File: src/bct_defines.svh
// register offsets, field positions, reset values and timing counts of the timekeeper
`ifndef BCT_DEFINES_SVH
`define BCT_DEFINES_SVH

// register offsets on the plain port
`define BCT_OFF_CONTROL    4'h0
`define BCT_OFF_WIN_HIGH   4'h1
`define BCT_OFF_WIN_LOW    4'h2
`define BCT_OFF_ALM_CTRL   4'h3
`define BCT_OFF_ALM_HIGH   4'h4
`define BCT_OFF_ALM_LOW    4'h5
`define BCT_OFF_PIN_SEL    4'h6

// control register field positions
`define BCT_CTL_ENABLE_BIT 7
`define BCT_CTL_WREN_BIT   5
`define BCT_CTL_HALF_BIT   3
`define BCT_CTL_PTR_HI     1
`define BCT_CTL_PTR_LO     0

// pin select field position
`define BCT_PSEL_HI        2
`define BCT_PSEL_LO        1

// reset values
`define BCT_RST_CONTROL    8'h00
`define BCT_RST_PTR        2'h0
`define BCT_RST_PSEL       2'h0

// counter clock rate and half second in source cycles
`define BCT_XTAL_HZ        32768
`define BCT_HALF_TICKS     16384

`endif

File: src/bct_pkg.sv
// types shared by the timekeeper
package bct_pkg;
    typedef logic [7:0] bct_byte_t;
    typedef logic [1:0] bct_ptr_t;
    typedef enum logic [1:0] {
        BCT_PSEL_ALARM  = 2'h0,
        BCT_PSEL_SECOND = 2'h1,
        BCT_PSEL_SOURCE = 2'h2,
        BCT_PSEL_RSVD   = 2'h3
    } bct_psel_t;
endpackage

File: src/bct_timekeeper.sv
// BCD time-of-day and calendar counter with pointer-indexed value windows
`timescale 1ns/1ps
`include "bct_defines.svh"

module bct_timekeeper
    import bct_pkg::*;
(
    input  wire logic       ref_clk,
    input  wire logic       rst_n,
    input  wire logic [3:0] regAddr,
    input  wire logic [7:0] regWrData,
    input  wire logic       regWrite,
    input  wire logic       regRead,
    input  wire logic       writeUnlock,
    input  wire logic       counterClockSelect,
    input  wire logic       crystalClockPin,
    input  wire logic       internalOscPin,
    output logic      [7:0] regRdData,
    output logic            crystalOscEnable,
    output logic            pinOut
);

    ////////////////////////////////////////////////////////////////////
    // helpers

    // increment one BCD pair with wrap: returns {carry, next value}
    // the ones digit rolls at ten, so a bad digit written by software
    // still counts on instead of locking the chain; the wrap compare
    // looks at the whole pair so each field keeps its own end value
    function automatic logic [8:0] bcdStep(input logic [7:0] v, input logic [7:0] last, input logic [7:0] first);
        logic [7:0] r;
        r = v;
        if (v == last) begin
            return {1'b1, first};
        end else if (v[3:0] == 4'h9) begin
            r = {v[7:4] + 4'h1, 4'h0};
        end else begin
            r = {v[7:4], v[3:0] + 4'h1};
        end
        return {1'b0, r};
    endfunction

    // last day of a month in BCD
    // leap test on BCD digits: even tens with ones 0/4/8, odd tens with 2/6
    // year 00 counts as leap, the whole range needs no century rule
    function automatic logic [7:0] monthLast(input logic [7:0] mon, input logic [7:0] yr);
        logic leap;
        leap = (yr[4] == 1'b0) ? (yr[1:0] == 2'b00) : (yr[1:0] == 2'b10);
        case (mon)
            8'h02:   return leap ? 8'h29 : 8'h28;
            8'h04, 8'h06, 8'h09, 8'h11: return 8'h30;
            default: return 8'h31;
        endcase
    endfunction

    ////////////////////////////////////////////////////////////////////
    // source clock select and synchronisers

    // both source pins are free running, so each gets its own pair of flops
    // and only the second flop of each pair feeds the select mux
    logic [1:0] xtalSync;
    logic [1:0] intSync;
    logic       srcClk;
    logic       srcPrev;
    logic       srcRise;

    // two stages before any logic, selected level delayed for edge detection
    always_ff @(posedge ref_clk or negedge rst_n) begin
        if (!rst_n) begin
            xtalSync <= 2'h0;
            intSync  <= 2'h0;
            srcPrev  <= 1'b0;
        end else begin
            xtalSync <= {xtalSync[0], crystalClockPin};
            intSync  <= {intSync[0], internalOscPin};
            srcPrev  <= srcClk;
        end
    end

    assign srcClk  = counterClockSelect ? intSync[1] : xtalSync[1];
    assign srcRise = srcClk & ~srcPrev;

    ////////////////////////////////////////////////////////////////////
    // state
    // value fields are kept as full bytes with unused bits forced to zero
    // on every write, so reads need no masking and no write leaves a set bit
    // above the field; a counter stepped on from an out-of-range tens digit can still carry into one

    logic            enable, next_enable;
    logic            wren, next_wren;
    bct_ptr_t        ptr, next_ptr;
    bct_ptr_t        almPtr, next_almPtr;
    bct_psel_t       psel, next_psel;
    logic [13:0]     prescale, next_prescale;
    logic            halfSec, next_halfSec;
    bct_byte_t       sec, next_sec, min, next_min, hour, next_hour;
    bct_byte_t       weekday_digit, next_weekday_digit, day, next_day, mon, next_mon, year, next_year;
    bct_byte_t       aSec, next_aSec, aMin, next_aMin, aHour, next_aHour;
    bct_byte_t       aWday, next_aWday, aDay, next_aDay, aMon, next_aMon;
    bct_byte_t       rdData, next_rdData;
    logic            pinReg, next_pinReg;

    // window writes qualified by write-enable; a locked write is dropped
    // whole, including the pointer step it would otherwise cause
    logic wrHigh, wrLow, aWrHigh, aWrLow;
    assign wrHigh  = regWrite && regAddr == `BCT_OFF_WIN_HIGH && wren;
    assign wrLow   = regWrite && regAddr == `BCT_OFF_WIN_LOW  && wren;
    assign aWrHigh = regWrite && regAddr == `BCT_OFF_ALM_HIGH && wren;
    assign aWrLow  = regWrite && regAddr == `BCT_OFF_ALM_LOW  && wren;

    ////////////////////////////////////////////////////////////////////
    // next-state: control, counters, window writes

    always_comb begin
        logic [8:0] s;
        logic       carry;
        s             = 9'h0;
        carry         = 1'b0;
        next_enable   = enable;
        next_wren     = wren;
        next_ptr      = ptr;
        next_almPtr   = almPtr;
        next_psel     = psel;
        next_prescale = prescale;
        next_halfSec  = halfSec;
        next_sec = sec; next_min = min; next_hour = hour;
        next_weekday_digit = weekday_digit; next_day = day; next_mon = mon; next_year = year;
        next_aSec = aSec; next_aMin = aMin; next_aHour = aHour;
        next_aWday = aWday; next_aDay = aDay; next_aMon = aMon;

        // prescaler: two halves of 16384 source edges each
        // the half-second bit is the top of the prescaler, so a second
        // ends on the falling half; disabling freezes the prescaler in place
        // instead of clearing it
        if (enable && srcRise) begin
            if (prescale == 14'(`BCT_HALF_TICKS - 1)) begin
                next_prescale = 14'h0;
                next_halfSec  = ~halfSec;
                if (halfSec) begin
                    carry         = 1'b1;
                end
            end else begin
                next_prescale = prescale + 14'h1;
            end
        end

        // time and calendar carry chain
        // one step per second, each field only moves when all lower ones wrap
        // weekday steps beside the day but never carries onward
        // the month end is looked up from the month and year before the step
        if (carry) begin
            s = bcdStep(sec, 8'h59, 8'h00); next_sec = s[7:0];
            if (s[8]) begin
                s = bcdStep(min, 8'h59, 8'h00); next_min = s[7:0];
                if (s[8]) begin
                    s = bcdStep(hour, 8'h23, 8'h00); next_hour = s[7:0];
                    if (s[8]) begin
                        next_weekday_digit = (weekday_digit == 8'h06) ? 8'h00 : weekday_digit + 8'h01;
                        s = bcdStep(day, monthLast(mon, year), 8'h01); next_day = s[7:0];
                        if (s[8]) begin
                            s = bcdStep(mon, 8'h12, 8'h01); next_mon = s[7:0];
                            if (s[8]) begin
                                s = bcdStep(year, 8'h99, 8'h00); next_year = s[7:0];
                            end
                        end
                    end
                end
            end
        end

        // control register writes
        // write-enable can only be raised with the unlock strobe, but can
        // always be dropped; the enable bit obeys the old write-enable,
        // so raising both in one write keeps the module stopped
        if (regWrite && regAddr == `BCT_OFF_CONTROL) begin
            next_wren = writeUnlock ? regWrData[`BCT_CTL_WREN_BIT] : (wren & regWrData[`BCT_CTL_WREN_BIT]);
            if (wren) begin
                next_enable = regWrData[`BCT_CTL_ENABLE_BIT];
            end
            next_ptr = regWrData[`BCT_CTL_PTR_HI:`BCT_CTL_PTR_LO];
        end
        if (regWrite && regAddr == `BCT_OFF_ALM_CTRL) begin
            next_almPtr = regWrData[1:0];
        end
        if (regWrite && regAddr == `BCT_OFF_PIN_SEL) begin
            next_psel = bct_psel_t'(regWrData[`BCT_PSEL_HI:`BCT_PSEL_LO]);
        end

        // value window writes, masked to field widths
        // these come after the carry chain so a write wins over a tick
        // landing in the same cycle
        if (wrHigh) begin
            case (ptr)
                2'h0:    next_min  = {1'b0, regWrData[6:0]};
                2'h1:    next_weekday_digit = {5'h0, regWrData[2:0]};
                2'h2:    next_mon  = {3'h0, regWrData[4:0]};
                default: next_mon  = next_mon;
            endcase
        end
        if (wrLow) begin
            case (ptr)
                2'h0: begin
                    next_sec      = {1'b0, regWrData[6:0]};
                    next_prescale = 14'h0;
                    next_halfSec  = 1'b0;
                end
                2'h1:    next_hour = {2'h0, regWrData[5:0]};
                2'h2:    next_day  = {2'h0, regWrData[5:0]};
                default: next_year = regWrData;
            endcase
        end
        if (wrHigh && ptr == 2'h0) begin
            next_prescale = 14'h0;
            next_halfSec  = 1'b0;
        end

        // alarm window writes
        // same layouts as the time fields; the matcher itself lives elsewhere
        // so these are plain storage
        if (aWrHigh) begin
            case (almPtr)
                2'h0:    next_aMin  = {1'b0, regWrData[6:0]};
                2'h1:    next_aWday = {5'h0, regWrData[2:0]};
                2'h2:    next_aMon  = {3'h0, regWrData[4:0]};
                default: next_aMon  = next_aMon;
            endcase
        end
        if (aWrLow) begin
            case (almPtr)
                2'h0:    next_aSec  = {1'b0, regWrData[6:0]};
                2'h1:    next_aHour = {2'h0, regWrData[5:0]};
                2'h2:    next_aDay  = {2'h0, regWrData[5:0]};
                default: next_aDay  = next_aDay;
            endcase
        end

        // high window access walks the pointer down to zero
        // a read always steps, a write only when it is accepted,
        // so software can fill a whole set with repeated low/high pairs
        if ((regRead || (regWrite && wren)) && regAddr == `BCT_OFF_WIN_HIGH && ptr != 2'h0) begin
            next_ptr = ptr - 2'h1;
        end
        if ((regRead || (regWrite && wren)) && regAddr == `BCT_OFF_ALM_HIGH && almPtr != 2'h0) begin
            next_almPtr = almPtr - 2'h1;
        end
    end

    ////////////////////////////////////////////////////////////////////
    // read data and pin output
    // read data is registered for one cycle and returns to zero after,
    // so a stale value can never be mistaken for a new read
    // reads have no side effect here except the pointer step above

    always_comb begin
        next_rdData = 8'h00;
        if (regRead) begin
            if (regAddr == `BCT_OFF_CONTROL) begin
                next_rdData = {enable, 1'b0, wren, 1'b0, halfSec, 1'b0, ptr};
            end else if (regAddr == `BCT_OFF_WIN_HIGH) begin
                case (ptr)
                    2'h0:    next_rdData = min;
                    2'h1:    next_rdData = weekday_digit;
                    2'h2:    next_rdData = mon;
                    default: next_rdData = 8'h00;
                endcase
            end else if (regAddr == `BCT_OFF_WIN_LOW) begin
                case (ptr)
                    2'h0:    next_rdData = sec;
                    2'h1:    next_rdData = hour;
                    2'h2:    next_rdData = day;
                    default: next_rdData = year;
                endcase
            end else if (regAddr == `BCT_OFF_ALM_CTRL) begin
                next_rdData = {6'h0, almPtr};
            end else if (regAddr == `BCT_OFF_ALM_HIGH) begin
                case (almPtr)
                    2'h0:    next_rdData = aMin;
                    2'h1:    next_rdData = aWday;
                    2'h2:    next_rdData = aMon;
                    default: next_rdData = 8'h00;
                endcase
            end else if (regAddr == `BCT_OFF_ALM_LOW) begin
                case (almPtr)
                    2'h0:    next_rdData = aSec;
                    2'h1:    next_rdData = aHour;
                    2'h2:    next_rdData = aDay;
                    default: next_rdData = 8'h00;
                endcase
            end else if (regAddr == `BCT_OFF_PIN_SEL) begin
                next_rdData = {5'h0, psel, 1'b0};
            end else begin
                next_rdData = 8'h00; // unmapped
            end
        end

        // pin mux: alarm path lives elsewhere, so it idles low
        // the source mode shows the synchronised clock, three cycles behind the source pin
        // and with its pulse widths rounded to whole clock cycles
        case (psel)
            BCT_PSEL_SECOND: next_pinReg = halfSec;
            BCT_PSEL_SOURCE: next_pinReg = srcClk;
            default:         next_pinReg = 1'b0;
        endcase
    end

    ////////////////////////////////////////////////////////////////////
    // registers
    // calendar starts on a Saturday, first of January, year 00, at midnight
    // alarm fields start at the earliest legal values

    always_ff @(posedge ref_clk or negedge rst_n) begin
        if (!rst_n) begin
            enable   <= 1'(`BCT_RST_CONTROL >> `BCT_CTL_ENABLE_BIT);
            wren     <= 1'b0;
            ptr      <= `BCT_RST_PTR;
            almPtr   <= `BCT_RST_PTR;
            psel     <= bct_psel_t'(`BCT_RST_PSEL);
            prescale <= 14'h0;
            halfSec  <= 1'b0;
            sec <= 8'h00; min <= 8'h00; hour <= 8'h00;
            weekday_digit <= 8'h06; day <= 8'h01; mon <= 8'h01; year <= 8'h00;
            aSec <= 8'h00; aMin <= 8'h00; aHour <= 8'h00;
            aWday <= 8'h00; aDay <= 8'h01; aMon <= 8'h01;
            rdData   <= 8'h00;
            pinReg   <= 1'b0;
        end else begin
            enable   <= next_enable;
            wren     <= next_wren;
            ptr      <= next_ptr;
            almPtr   <= next_almPtr;
            psel     <= next_psel;
            prescale <= next_prescale;
            halfSec  <= next_halfSec;
            sec <= next_sec; min <= next_min; hour <= next_hour;
            weekday_digit <= next_weekday_digit; day <= next_day; mon <= next_mon; year <= next_year;
            aSec <= next_aSec; aMin <= next_aMin; aHour <= next_aHour;
            aWday <= next_aWday; aDay <= next_aDay; aMon <= next_aMon;
            rdData   <= next_rdData;
            pinReg   <= next_pinReg;
        end
    end

    // crystal oscillator runs whenever it is the chosen source
    // the select is a static configuration bit, so this only follows it
    // once after reset in practice
    always_ff @(posedge ref_clk or negedge rst_n) begin
        if (!rst_n) begin
            crystalOscEnable <= 1'b0;
        end else begin
            crystalOscEnable <= ~counterClockSelect;
        end
    end

    assign regRdData = rdData;
    assign pinOut    = pinReg;

endmodule

File: config.mk
export PLATFORM = sky130hd
export DESIGN_NAME = bct_timekeeper
export DESIGN_NICKNAME = d
export VERILOG_FILES = /design/src/bct_pkg.sv /design/src/bct_timekeeper.sv
export VERILOG_INCLUDE_DIRS = /design/src /design/src/src
export SDC_FILE = /design/constraint.sdc
export NUM_CORES = 1
export LEC_CHECK = 0
export BUFFER_PORTS_ARGS = -buffer_cell sky130_fd_sc_hd__buf_2
export CORE_ASPECT_RATIO = 0.75
export CORE_MARGIN = 1
export CORE_UTILIZATION = 40
export CTS_BUF_LIST = sky130_fd_sc_hd__clkbuf_4 sky130_fd_sc_hd__clkbuf_8 sky130_fd_sc_hd__clkbuf_16
export DETAILED_ROUTE_END_ITERATION = 8
export HOLD_SLACK_MARGIN = 0.02
export PLACE_DENSITY = 0.55
export SYNTH_ARGS = -nofsm -noshare
export SYNTH_HDL_FRONTEND = slang
export SYNTH_SLANG_ARGS = --single-unit
File: constraint.sdc
create_clock -name ref_clk -period 4.4 [get_ports ref_clk]
set_clock_uncertainty 0.1 [all_clocks]
set_input_delay 0.22 -clock ref_clk [delete_from_list [all_inputs] [get_ports ref_clk]]
set_output_delay 0.22 -clock ref_clk [all_outputs]
set_load 0.01 [all_outputs]
# After elaboration in Yosys (flattened, before gate mapping)
# Index checks and enable logic that the tools add are counted.
dict set report totals {
  regBits 128
  latchBits 0
  ram_bits 0
  rom_bits 0
  in_bits 20
  n_memories 0
}
dict set report op_classes {
  addsub 16
  multipliers 0
  n_div 0
  order_cmp 0
  n_eq_ne 32
  n_shift 0
  n_mux 145
  bitwise_logic 5
  reduce_logical 36
}
# cell n
set op_table {}
lappend op_table {{two-way mux 8 bit} 65}
lappend op_table {{two-way mux 9 bit} 25}
lappend op_table {{two-way mux 14 bit} 5}
lappend op_table {{adder 4 x 1 -> 4 bit, second input constant} 12}
lappend op_table {{case mux 8 bit (3 select lines)} 2}
lappend op_table {{case mux 7 bit (3 select lines)} 2}
lappend op_table {{two-way mux 1 bit} 39}
lappend op_table {{equality test 4 bit, second input constant} 6}
lappend op_table {{equality test 8 x 3 -> 1 bit, second input constant} 3}
lappend op_table {{logical AND 1 bit} 18}
lappend op_table {{equality test 8 x 5 -> 1 bit, second input constant} 2}
lappend op_table {{equality test 8 x 7 -> 1 bit, second input constant} 2}
lappend op_table {{adder 14 x 1 -> 14 bit, second input constant} 1}
lappend op_table {{equality test 14 bit, second input constant} 1}
lappend op_table {{AND reduction 2 bit} 7}
lappend op_table {{equality test 4 x 3 -> 1 bit, second input constant} 3}
lappend op_table {{case mux 5 bit (2 select lines)} 1}
lappend op_table {{adder 8 x 1 -> 8 bit, second input constant} 1}
lappend op_table {{equality test 2 bit, second input constant} 4}
lappend op_table {{equality test 4 x 2 -> 1 bit, second input constant} 2}
lappend op_table {{equality test 8 x 2 -> 1 bit, second input constant} 1}
lappend op_table {{equality test 8 x 4 -> 1 bit, second input constant} 1}
lappend op_table {{equality test 8 x 6 -> 1 bit, second input constant} 1}
lappend op_table {{equality test 8 bit} 1}
lappend op_table {{15 further kinds} 29}

# Logic depth before layout (Yosys ltp)
# Gate-level depths: netlist (run 1).
dict set report depth {
  word_depth 60
  depth_mapped 13
  depth_no_buf 11
}

# Worst setup path after synthesis (run 1)
# No wires, ideal clock.
dict set report synth_path {
  kind {flip-flop to flip-flop}
  start {register mon[5]}
  end {register mon[2]}
  setup_ns 0.082
  t_arrival_ns 2.554
  required_ns 4.218
  slack_ns 1.664
  path_stages_with_launch 9
  n_path_buf 0
  period_less_slack_ns 2.736
  cell_sequence {dfrtp_1 inv_1 ha_1 or3b_4 or4_1 o2111a_2 or3_4 or4_1 a31oi_1}
}
dict set report synth_via {
  elab_chain_len 25
  word_cells_on_any_way 43
}
# item line_no
set synth_rtl {}
lappend synth_rtl {{start: declaration} bct_timekeeper.sv:97} ;# bct_byte_t weekday_digit, next_weekday_digit, day, next_day, mon, next_mon, year, next_year;
lappend synth_rtl {{start signal: assignment} bct_timekeeper.sv:335} ;# weekday_digit <= next_weekday_digit; day <= next_day; mon <= next_mon; year <= next_year;
lappend synth_rtl {{equality test 8 x 3 -> 1 bit, or another cell as far along} bct_timekeeper.sv:49} ;# case (mon)
lappend synth_rtl {{OR reduction 4 bit} bct_timekeeper.sv:49}
lappend synth_rtl {{case mux 5 bit (2 select lines)} bct_timekeeper.sv:49}
lappend synth_rtl {{two-way mux 8 bit} bct_timekeeper.sv:157} ;# if (s[8]) begin
lappend synth_rtl {{two-way mux 8 bit} bct_timekeeper.sv:155} ;# if (s[8]) begin
lappend synth_rtl {{two-way mux 8 bit} bct_timekeeper.sv:153} ;# if (s[8]) begin
lappend synth_rtl {{two-way mux 8 bit} bct_timekeeper.sv:151} ;# if (carry) begin
lappend synth_rtl {{equality test 8 bit} bct_timekeeper.sv:33} ;# if (v == last) begin
lappend synth_rtl {{(+10 left out)} n/a}
lappend synth_rtl {{two-way mux 8 bit *} bct_timekeeper.sv:160} ;# if (s[8]) begin
lappend synth_rtl {{two-way mux 8 bit *} bct_timekeeper.sv:157}
lappend synth_rtl {{two-way mux 8 bit *} bct_timekeeper.sv:155}
lappend synth_rtl {{two-way mux 8 bit *} bct_timekeeper.sv:153}
lappend synth_rtl {{two-way mux 8 bit *} bct_timekeeper.sv:151}
lappend synth_rtl {{two-way mux 8 bit} bct_timekeeper.sv:193} ;# case (ptr)
lappend synth_rtl {{two-way mux 8 bit *} bct_timekeeper.sv:192} ;# if (wrHigh) begin
lappend synth_rtl {{named net next_mon[2]} bct_timekeeper.sv:97}
# The timed path passes the listed nets; every way through them passes the cells marked *. The select of a mux whose other input is x is not followed.
# A chain may end at the register's enable or synchronous reset.

# Final worst setup path (run 1)
dict set report layout_path {
  start {register prescale[9]}
  end {register year[2]}
}
dict set report layout_via {
  elab_chain_len 6
}
# item line_no
set layout_rtl {}
lappend layout_rtl {{start: declaration} bct_timekeeper.sv:94} ;# logic [13:0] prescale, next_prescale;
lappend layout_rtl {{start signal: assignment} bct_timekeeper.sv:332} ;# prescale <= next_prescale;
lappend layout_rtl {{equality test 14 bit *} bct_timekeeper.sv:136} ;# if (prescale == 14'(`BCT_HALF_TICKS - 1)) begin
lappend layout_rtl {{two-way mux 1 bit *} bct_timekeeper.sv:136}
lappend layout_rtl {{two-way mux 1 bit *} bct_timekeeper.sv:135} ;# if (enable && srcRise) begin
lappend layout_rtl {{two-way mux 8 bit *} bct_timekeeper.sv:151}
lappend layout_rtl {{two-way mux 8 bit} bct_timekeeper.sv:201} ;# case (ptr)
lappend layout_rtl {{two-way mux 8 bit *} bct_timekeeper.sv:200} ;# if (wrLow) begin
lappend layout_rtl {{named net next_year[2]} bct_timekeeper.sv:97}
lappend layout_rtl {{end signal: assignment} bct_timekeeper.sv:335}
lappend layout_rtl {{end: declaration} bct_timekeeper.sv:97}
# The timed path passes the listed nets; every way through them passes the cells marked *.

==> results of run 1 <==
metrics by stage:
step	cells	util, %	hold WS [ns]	setup slack (ns)	instance area (um2)
finish	1090	46.1	0.0451	0.878	8530
global route	1090	46.1	0.0503	0.631	8530
CTS	1090	46.1	0.0361	0.903	8530
detailed placement	1050	42.5	0.230	0.943	7870
global placement	1050	42.5	0.228	1.05	7870
floorplan	818	-	-0.176	1.66	7570
what timing repair did:
action                                 4_1_cts  5_1_grt
buffers inserted                             0        0
hold buffers                                 8        0
endpoints found under the hold margin       87        0
layout make-up:
class / count / share of cell area [%]
clock inverters: 14 / 1.66
well taps: 247 / 3.62
inverters: 35 / 1.54
multi-input cells: 607 / 47.3
flip-flops and latches: 128 / 37.6
repair buffers: 41 / 3.07
clock buffers: 18 / 5.15
power by group through the flow:
| stage | sequential, uW | combinational, uW | clock [uW] |
|---|---|---|---|
| floorplan | 1480 | 580 | 0 |
| global placement | 1560 | 736 | 0 |
| detailed placement | 1570 | 759 | 0 |
| CTS | 1550 | 772 | 1440 |
| global route | 1590 | 863 | 1500 |
| finish | 1560 | 775 | 1420 |
synth_stat cells (7+ instances only):
library cell / n / area share, %
dfrtp_1: 122 / 40
nor2_1: 83 / 4.1
nand2_1: 73 / 3.6
a21oi_1: 49 / 3.2
clkbuf_1: 41 / 2.0
o21ai_0: 41 / 2.7
inv_1: 35 / 1.7
ha_1: 34 / 5.6
mux2_2: 30 / 4.5
nand3_1: 26 / 1.7
nor3_1: 26 / 1.7
a222oi_1: 25 / 3.3
nand4_1: 17 / 1.4
xnor2_1: 14 / 1.6
or3_1: 13 / 1.1
a31oi_1: 12 / 0.99
mux2i_1: 12 / 1.6
xor2_1: 12 / 1.4
and2_1: 9 / 0.74
nand3b_1: 8 / 0.79
o22ai_1: 8 / 0.66
nor2b_1: 7 / 0.58
nor4_1: 7 / 0.58
o211ai_1: 7 / 0.69
critical path, cell delays in order, from the launching register on:
cell and delay (ns):
dfrtp_1 0.39, nand3_1 0.13, or3_1 0.34, nor2_1 0.18
ha_1 0.16, and3b_1 0.24, nand2_1 0.24, or3_1 0.82
nor3_1 0.35, a31oi_1 0.12, o31a_1 0.32
cell usage in the layout (no fill, tap or decap), types with 6 or more instances in the layout:
cell type | netlist | final
buf_2 | 5 | 28
xor2_1 | 12 | 12
nor3_1 | 26 | 26
clkbuf_16 | 0 | 17
a222oi_1 | 25 | 25
inv_6 | 0 | 8
inv_1 | 35 | 35
nand4_1 | 17 | 17
mux2i_1 | 12 | 12
o22ai_1 | 8 | 8
nand3_1 | 26 | 26
dfstp_2 | 6 | 6
dfrtp_1 | 122 | 122
mux2_2 | 30 | 30
and2_1 | 9 | 9
a21oi_1 | 49 | 49
nor4_1 | 7 | 7
nand2_1 | 73 | 73
o21ai_0 | 41 | 41
o31ai_1 | 6 | 6
nand2b_1 | 6 | 6
and3b_1 | 6 | 6
a31oi_1 | 12 | 12
nor2b_1 | 7 | 7
xnor2_1 | 14 | 14
or3_1 | 13 | 13
nor2_1 | 83 | 83
dlygate4sd3_1 | 0 | 8
o211ai_1 | 7 | 7
ha_1 | 34 | 34
nand3b_1 | 8 | 8
per-layer routing:
layer	vias up	GRT usage, %	part of all wire, %
met5	-	0	0
met4	0	7.84	2.0
met3	30	5.23	7.2
met2	198	33.0	42
met1	3218	34.8	49
li1	3027	-	-
logic make-up (layout without fill, tap and decap cells):
| kind of cell | count (synthesis) | count (layout) | share of synthesized area, % |
|---|---|---|---|
| xor gates and xnor gates | 26 | 26 | 3.01 |
| adders and majority gates | 34 | 34 | 5.62 |
| AOI/OAI and AO/OA | 189 | 189 | 17.0 |
| buffers and inverters | 83 | 108 | 4.25 |
| and+or+nand+nor | 316 | 316 | 21.7 |
| DFF | 128 | 128 | 42.4 |
| muxes | 42 | 42 | 6.05 |
state kept, by name, indices dropped and copies added, names as in the netlist, 3 cells and up:
signal and cells:
hour 8, aHour 6, aWday 3, prescale 14, mon 8, aDay 6, year 8, aMin 7
weekday_digit 8, aMon 5, sec 8, day 8, regRdData 8, aSec 7, min 8
path summary, 6_finish.rpt:
path	to	start	cells past startpoint	slack [ns]
min in group asynchronous	min[4]	rst_n	2	0.28
worst max-delay path	year[2]	prescale[9]	10	0.88
worst max register to register	year[2]	prescale[9]	10	0.88
worst min register to register	intSync[1]	intSync[0]	0	0.25
max in group asynchronous	aSec[6]	rst_n	3	2.78
worst min-delay path	min[4]	regWrData[4]	3	0.05
==> results.toml, run 1 <==
[global_routing]
grt_max_degree = 82
grt_pass1_vias = 6149
grt_usage_pct = 23.3
overflow = 0
grt_antenna_before_repair = 0
grt_pass1_wl_mm = 34.8

[clock_network]
htreeDepth = 4
clk_root_buffer_cell = "clkbuf_16"
clk_pin_slew_worst_paths_ns = 0.07
cts.sinks = 128
cts_resized = 0
clock_latency_ns = 0.43
numCtsBuffers = 17
clockBufferDepth = 2
cts_tree = "done"

[detailed_routing]
drt_iter0_drc = 757
num_vias = 6473
wl_per_cell_um = 20.0
final_antenna_net_count = 0
drc_errors = 0
viasPerCell = 5.94
wl_mm = 21.8
first_pass_iters = 8

[place]
io_buffers = 29
globalplace.congestion = 0.839
hpwl_mm = 15.1

[floorplan]
rows = 43
coreArea_um2 = 18500
dieArea_um2 = 19500
start_util_pct = 40.9
fp.dieH_um = 121
io-pin-count = 30
die_w_um = 161

[finish]
nFillCells = 1787
multi_input_area_um2 = 4040
seqCellArea_um2 = 3210
fin_nets = 884
antenna_cells = 0
area.growth.synth_to_final_pct = 12.7
drive_above_1_share_pct = 14.1

[power_and_ir_drop]
p_leak_uw = 0.00360
finalPower_uw = 3760
power.share.clock_pct = 37.8
p_switching_uw = 1300
vdd.ir_drop.worst_uv = 188
powerDensity_nw_per_um2 = 440
p_int_uw = 2450
p_comb_share_pct = 20.6
netSwitchingFraction_pct = 34.6
seq_power_share_pct = 41.6

[yosys]
synthArstFlopShare_pct = 100
ys.flop_type = "dfrtp_1"
synth_edf_count = 0
yosysSeqAreaShare_pct = 42.4
synth.distinct_cells = 70
syn_nets = 872
netlist_area_um2 = 7570
synth-seq-cells = 128
synth_cells = 818
synth.avg_cell_area_um2 = 9.25
ys_warn_count = 0

[sta]
rsz0062_at_grt = "false"
setup_total_negative_slack_ns = 0
hold_viol = 0
finalCriticalPeriod_ns = 3.52
worst_pin_slew_ns = 1.30
slew_violations = 0
slew-limit-headroom_pct = 12.3
setup-violations-final = 0
fmax_ghz = 0.284
fin_crit_sh_pct = 80.0

[run]
maxCapViolations = 0

[outcome]
run_status = "complete, no violations"

[setup_path]
startpoint_type = "register"
crit_type = "reg -> reg"
end_kind = "register"
crit_fanout = 25
cp_data_arrival_time_ns = 3.73
crit_required_ns = 4.61

[worst_hold_path]
hold_path.class = "in -> reg"
Power figures use the tool's default switching activity.
==> run 2: changes to the inputs <==
PLACE_DENSITY = 0.57   (was 0.55)
clock period = 3.05 ns   (was 4.4 ns; I/O delays follow)
==> run 2 against run 1 <==
Net effect:
- largest power group is now the clock network
- highest routed layer unchanged
- non-clock buffer count up 34
- first-iteration DRC count fell by 2.5%
- via count is 3.6% higher
- clock power rose by 63%
- largest cell class unchanged
==> results.toml, run 2 (synthesized netlist as in run 1, its figures left out) <==
[sta]
slew-limit-headroom_pct = 47.9
hold_viol = 0
fin_crit_sh_pct = 96.3
slew_violations = 0
worst_pin_slew_ns = 0.781
finalCriticalPeriod_ns = 2.94
setup-violations-final = 0
fmax_ghz = 0.341

[setup_path]
crit_family = "simple AND/OR/NAND/NOR gates"
crit_required_ns = 3.29
critical-path-max-stage-delay_ns = 0.48
path_buf_inv = 1
rr_worst_depth = 8
startpoint_type = "register"
end_kind = "register"
crit_cells = 8
slowest_stage = "or4_1"
crit_fanout = 8
crit_top_cell = "or4_1"
cp_cell_sequence = "inv_1 -> ha_1 -> or3b_4 -> or4_1 -> o2111a_2 -> or3_4 -> or4_1 -> a31oi_1"
crit_type = "reg -> reg"
cp_data_arrival_time_ns = 3.18

[detailed_routing]
num_vias = 6709
wl_per_cell_um = 19.6
wl_mm = 22.0
drc_errors = 0
first_pass_iters = 9
viasPerCell = 5.97
final_antenna_net_count = 0
drt_iter0_drc = 738

[clock_network]
clockBufferDepth = 2
cts_tree = "done"
cts.sinks = 128
clk_pin_slew_worst_paths_ns = 0.06
clk_root_buffer_cell = "clkbuf_16"
numCtsBuffers = 17
clock_latency_ns = 0.42
htreeDepth = 4

[run]
maxCapViolations = 0

[place]
hpwl_mm = 15.5
io_buffers = 29
globalplace.congestion = 0.936
placed_area_um2 = 8070

[finish]
top_register = "prescale"
antenna_cells = 0
area.growth.synth_to_final_pct = 18.1
mostFrequentLayoutCell = "dfrtp_1"
nFillCells = 1738
fin_nets = 918
postLayoutCoreUtil_pct = 48.3
post-route-cell-area_um2 = 8930
largest_register_ff_count = 14
final_cell_mix = "dfrtp_1, nor2_1, nand2_1"
drive_above_1_share_pct = 17.7

[global_routing]
grt_antenna_before_repair = 0
grt_max_degree = 77
grt_pass1_wl_mm = 35.2
grt_pass1_vias = 6420
grt_usage_pct = 23.4
overflow = 0

[floorplan]
fp.dieH_um = 121
io-pin-count = 30
die_w_um = 161
coreArea_um2 = 18500
dieArea_um2 = 19500
rows = 43
start_util_pct = 40.9

[power_and_ir_drop]
p_leak_uw = 0.00382
vdd.ir_drop.worst_uv = 327
powerDensity_nw_per_um2 = 642

[worst_hold_path]
hold_path.class = "in -> reg"
holdPathStages = 3

[outcome]
run_status = "complete, no violations"
==> run 2: cell types whose count changed in the layout (fill, tap and decap cells not counted), sizes merged <==
cell / delta
bufinv: +4
inv: -4
buf: +30
dlygate4sd3: +4
==> run 2: per-stage QoR <==
step           hold slack, ns  total power [uW]  TNS [ns]  worst slack [ns]  instances
3_5_place_dp            0.133              3390         0            0.0899       1074
3_3_place_gp            0.132              3350         0             0.145       1074
4_1_cts                0.0575              5730         0            0.0691       1118
2_1_floorplan          -0.243              2970         0             0.314        818
6_report               0.0806              5730         0             0.114       1124
5_1_grt                0.0955              6000   -0.0172           -0.0172       1124
==> run 2: layout make-up <==
cell class,instances,area (um2),area share (%)
Multi-Input combinational cell,607,4070,45.6
Sequential cell,128,3210,35.9
Timing Repair Buffer,75,549,6.15
Clock buffer,18,433,4.85
Tap cell,247,309,3.46
Clock inverter,14,228,2.55
Inverter,35,131,1.47
==> run 2: final timing paths <==
check	start	to	slack, ns
worst max-delay path	mon[5]	mon[2]	0.11
worst min-delay path	regWrData[2]	weekday_digit[2]	0.08
worst max register to register	mon[5]	mon[2]	0.11
worst min register to register	intSync[0]	intSync[1]	0.25
max in group asynchronous	rst_n	regRdData[6]	1.88
min in group asynchronous	rst_n	min[4]	0.23
==> run 2: where the power goes <==
group | leakage, uW | internal [uW] | switching (uW)
clock | 0.000320 | 1480 | 837
combinational | 0.00182 | 459 | 733
sequential | 0.00168 | 1940 | 288
==> run 2: layer usage <==
layer,share of wire (%),global-route usage [%],vias to the layer above
li1,-,-,3086
met1,49,35.2,3338
met2,42,32.7,245
met3,7.1,5.37,40
met4,2.2,7.84,0
met5,0,0,-
==> run 2: repair_timing <==
item,CTS,global route
gates resized for setup,0,8
setup endpoints to repair,0,8
buffers inserted,0,6
endpoints found under the hold margin,90,0
hold buffers,12,0
==> run 2: worst min-delay path: cells and delay by family <==
kind | cells | cell delay (ns)
compound gates | 1 | 0.05
buf+inv | 1 | 0.23
simple gates | 1 | 0.15
==> run 3: changes to the inputs <==
CORE_UTILIZATION = 56   (was 40)
PLACE_DENSITY = 0.75   (was 0.57)
==> run 3 against run 2 <==
Net effect:
- core utilization up 18 points
- sequential share of layout area up 0.94 points
- sequential cell count unchanged
- critical path type unchanged
- cell area down 2.5%
- largest cell class unchanged
- die area down 28%
- non-clock buffer count down 6
- worst setup slack worse by 0.052 ns
- register-to-register slack worse by 0.05 ns
- highest routed layer unchanged
==> results.toml, run 3 (synthesized netlist as in run 1, its figures left out) <==
[finish]
fin_cells = 1043
nFillCells = 1037
top_register = "prescale"
area.growth.synth_to_final_pct = 15.1
drive_above_1_share_pct = 17.3
final_cell_mix = "dfrtp_1, nor2_1, nand2_1"
fin_nets = 912
largest_register_ff_count = 14
mostFrequentLayoutCell = "dfrtp_1"

[worst_hold_path]
hold_path.class = "in -> reg"

[floorplan]
start_util_pct = 57.7
coreArea_um2 = 13100
rows = 36
dieArea_um2 = 14000
io-pin-count = 30
die_w_um = 136
fp.dieH_um = 103

[detailed_routing]
first_pass_iters = 6
final_antenna_net_count = 0
viasPerCell = 6.47
drc_errors = 0
drt_iter0_drc = 808
wl_mm = 21.4
wl_per_cell_um = 20.5
num_vias = 6749

[global_routing]
grt_max_degree = 55
grtUsageMet3_pct = 11.2
overflow = 0
grt_pass1_vias = 6400
grtUsageMet1_pct = 43.1
grt_usage_pct = 32.2
grt_antenna_before_repair = 0
use_met2_pct = 48.4
busiest_layer = "met2"
grt_pass1_wl_mm = 33.7

[clock_network]
clock_latency_ns = 0.43
cts_tree = "done"
clk_pin_slew_worst_paths_ns = 0.06
numCtsBuffers = 17
htreeDepth = 4
cts.sinks = 128
clockBufferDepth = 2
clk_root_buffer_cell = "clkbuf_16"

[sta]
setup_total_negative_slack_ns = 0
hold_viol = 0
slew-limit-headroom_pct = 51.9
worst_pin_slew_ns = 0.721
setup-violations-final = 0
rsz0062_at_grt = "true"
finalCriticalPeriod_ns = 2.99
fmax_ghz = 0.335
slew_violations = 0
fin_crit_sh_pct = 98.0

[setup_path]
crit_type = "reg -> reg"
crit_fanout = 12
cp_cell_sequence = "inv_2 -> ha_1 -> or3b_4 -> or4_4 -> o2111a_2 -> or3_4 -> or4_1 -> a31oi_1"
end_kind = "register"
crit_required_ns = 3.29
crit_family = "simple AND/OR/NAND/NOR gates"
slowest_stage = "or3_4"
path_buf_inv = 1
startpoint_type = "register"
cp_data_arrival_time_ns = 3.23
critical-path-max-stage-delay_ns = 0.48

[outcome]
run_status = "complete, no violations"

[place]
io_buffers = 29
dpl.cell_count = 996
globalplace.congestion = 0.938
hpwl_mm = 14.8

[run]
maxCapViolations = 0

[power_and_ir_drop]
powerDensity_nw_per_um2 = 631
p_leak_uw = 0.00376
vdd.ir_drop.worst_uv = 521
## run 3: path summary, 6_finish.rpt
path	startpoint	end	slack, ns	depth (start not counted)
hold reg to reg	intSync[0]	intSync[1]	0.25	0
setup / recovery	mon[5]	mon[2]	0.06	8
hold / removal	regWrData[2]	day[2]	0.07	3
setup reg to reg	mon[5]	mon[2]	0.06	8
max in group asynchronous	rst_n	crystalOscEnable	1.85	3
min in group asynchronous	rst_n	min[1]	0.20	2
## run 3: area by class of cell
type	count	area, um2	area share, %
well taps	171	214	2.46
inverters	35	131	1.51
clock inverters	13	165	1.90
clock buffers	19	440	5.05
diodes	1	2.50	0.0287
flip-flops and latches	128	3210	36.9
multi-input cells	607	4060	46.6
repair buffers	69	490	5.63
## run 3: per-layer routing
| layer | routed length (um) | vias to the layer above | part of all wire, % |
|---|---|---|---|
| met5 | 0 | - | 0 |
| met4 | 570 | 0 | 2.7 |
| met3 | 2270 | 47 | 11 |
| met2 | 9520 | 297 | 44 |
| met1 | 9070 | 3326 | 42 |
| li1 | - | 3079 | - |
## run 3: worst reg2reg max path, stage by stage, from the launching register on
cell      delay (ns)
dfrtp_2         0.45
inv_2           0.07
ha_1            0.13
or3b_4          0.40
or4_4           0.42
o2111a_2        0.21
or3_4           0.48
or4_1           0.48
a31oi_1         0.17
## run 3: what timing repair did
item / in CTS / in global routing
resized for setup: 1 / 7
setup buffers: 0 / 2
setup endpoints to repair: 1 / 7
hold buffers: 12 / 0
endpoints found under the hold margin: 68 / 0
gates cloned: 0 / 0
pin swaps: 0 / 1
## run 3: metrics by stage
step | worst slack, ns | utilization (%) | power, uW | hold WS (ns) | cell area, um2
finish | 0.0617 | 66.5 | 5490 | 0.0689 | 8710
global route | 0.00177 | 66.5 | 5730 | 0.0796 | 8710
CTS | 0.0667 | 66.2 | 5480 | 0.0536 | 8680
detailed placement | 0.0662 | 60.6 | 3360 | 0.118 | 7950
global placement | 0.0734 | 60.6 | 3290 | 0.112 | 7950
floorplan | 0.314 | - | 2970 | -0.243 | 7570
## run 3: power breakdown
group / leakage, uW / internal (uW) / switching (uW)
combinational: 0.00178 / 452 / 699
sequential: 0.00168 / 1940 / 307
clock: 0.000298 / 1310 / 793
total: 0.00376 / 3700 / 1800
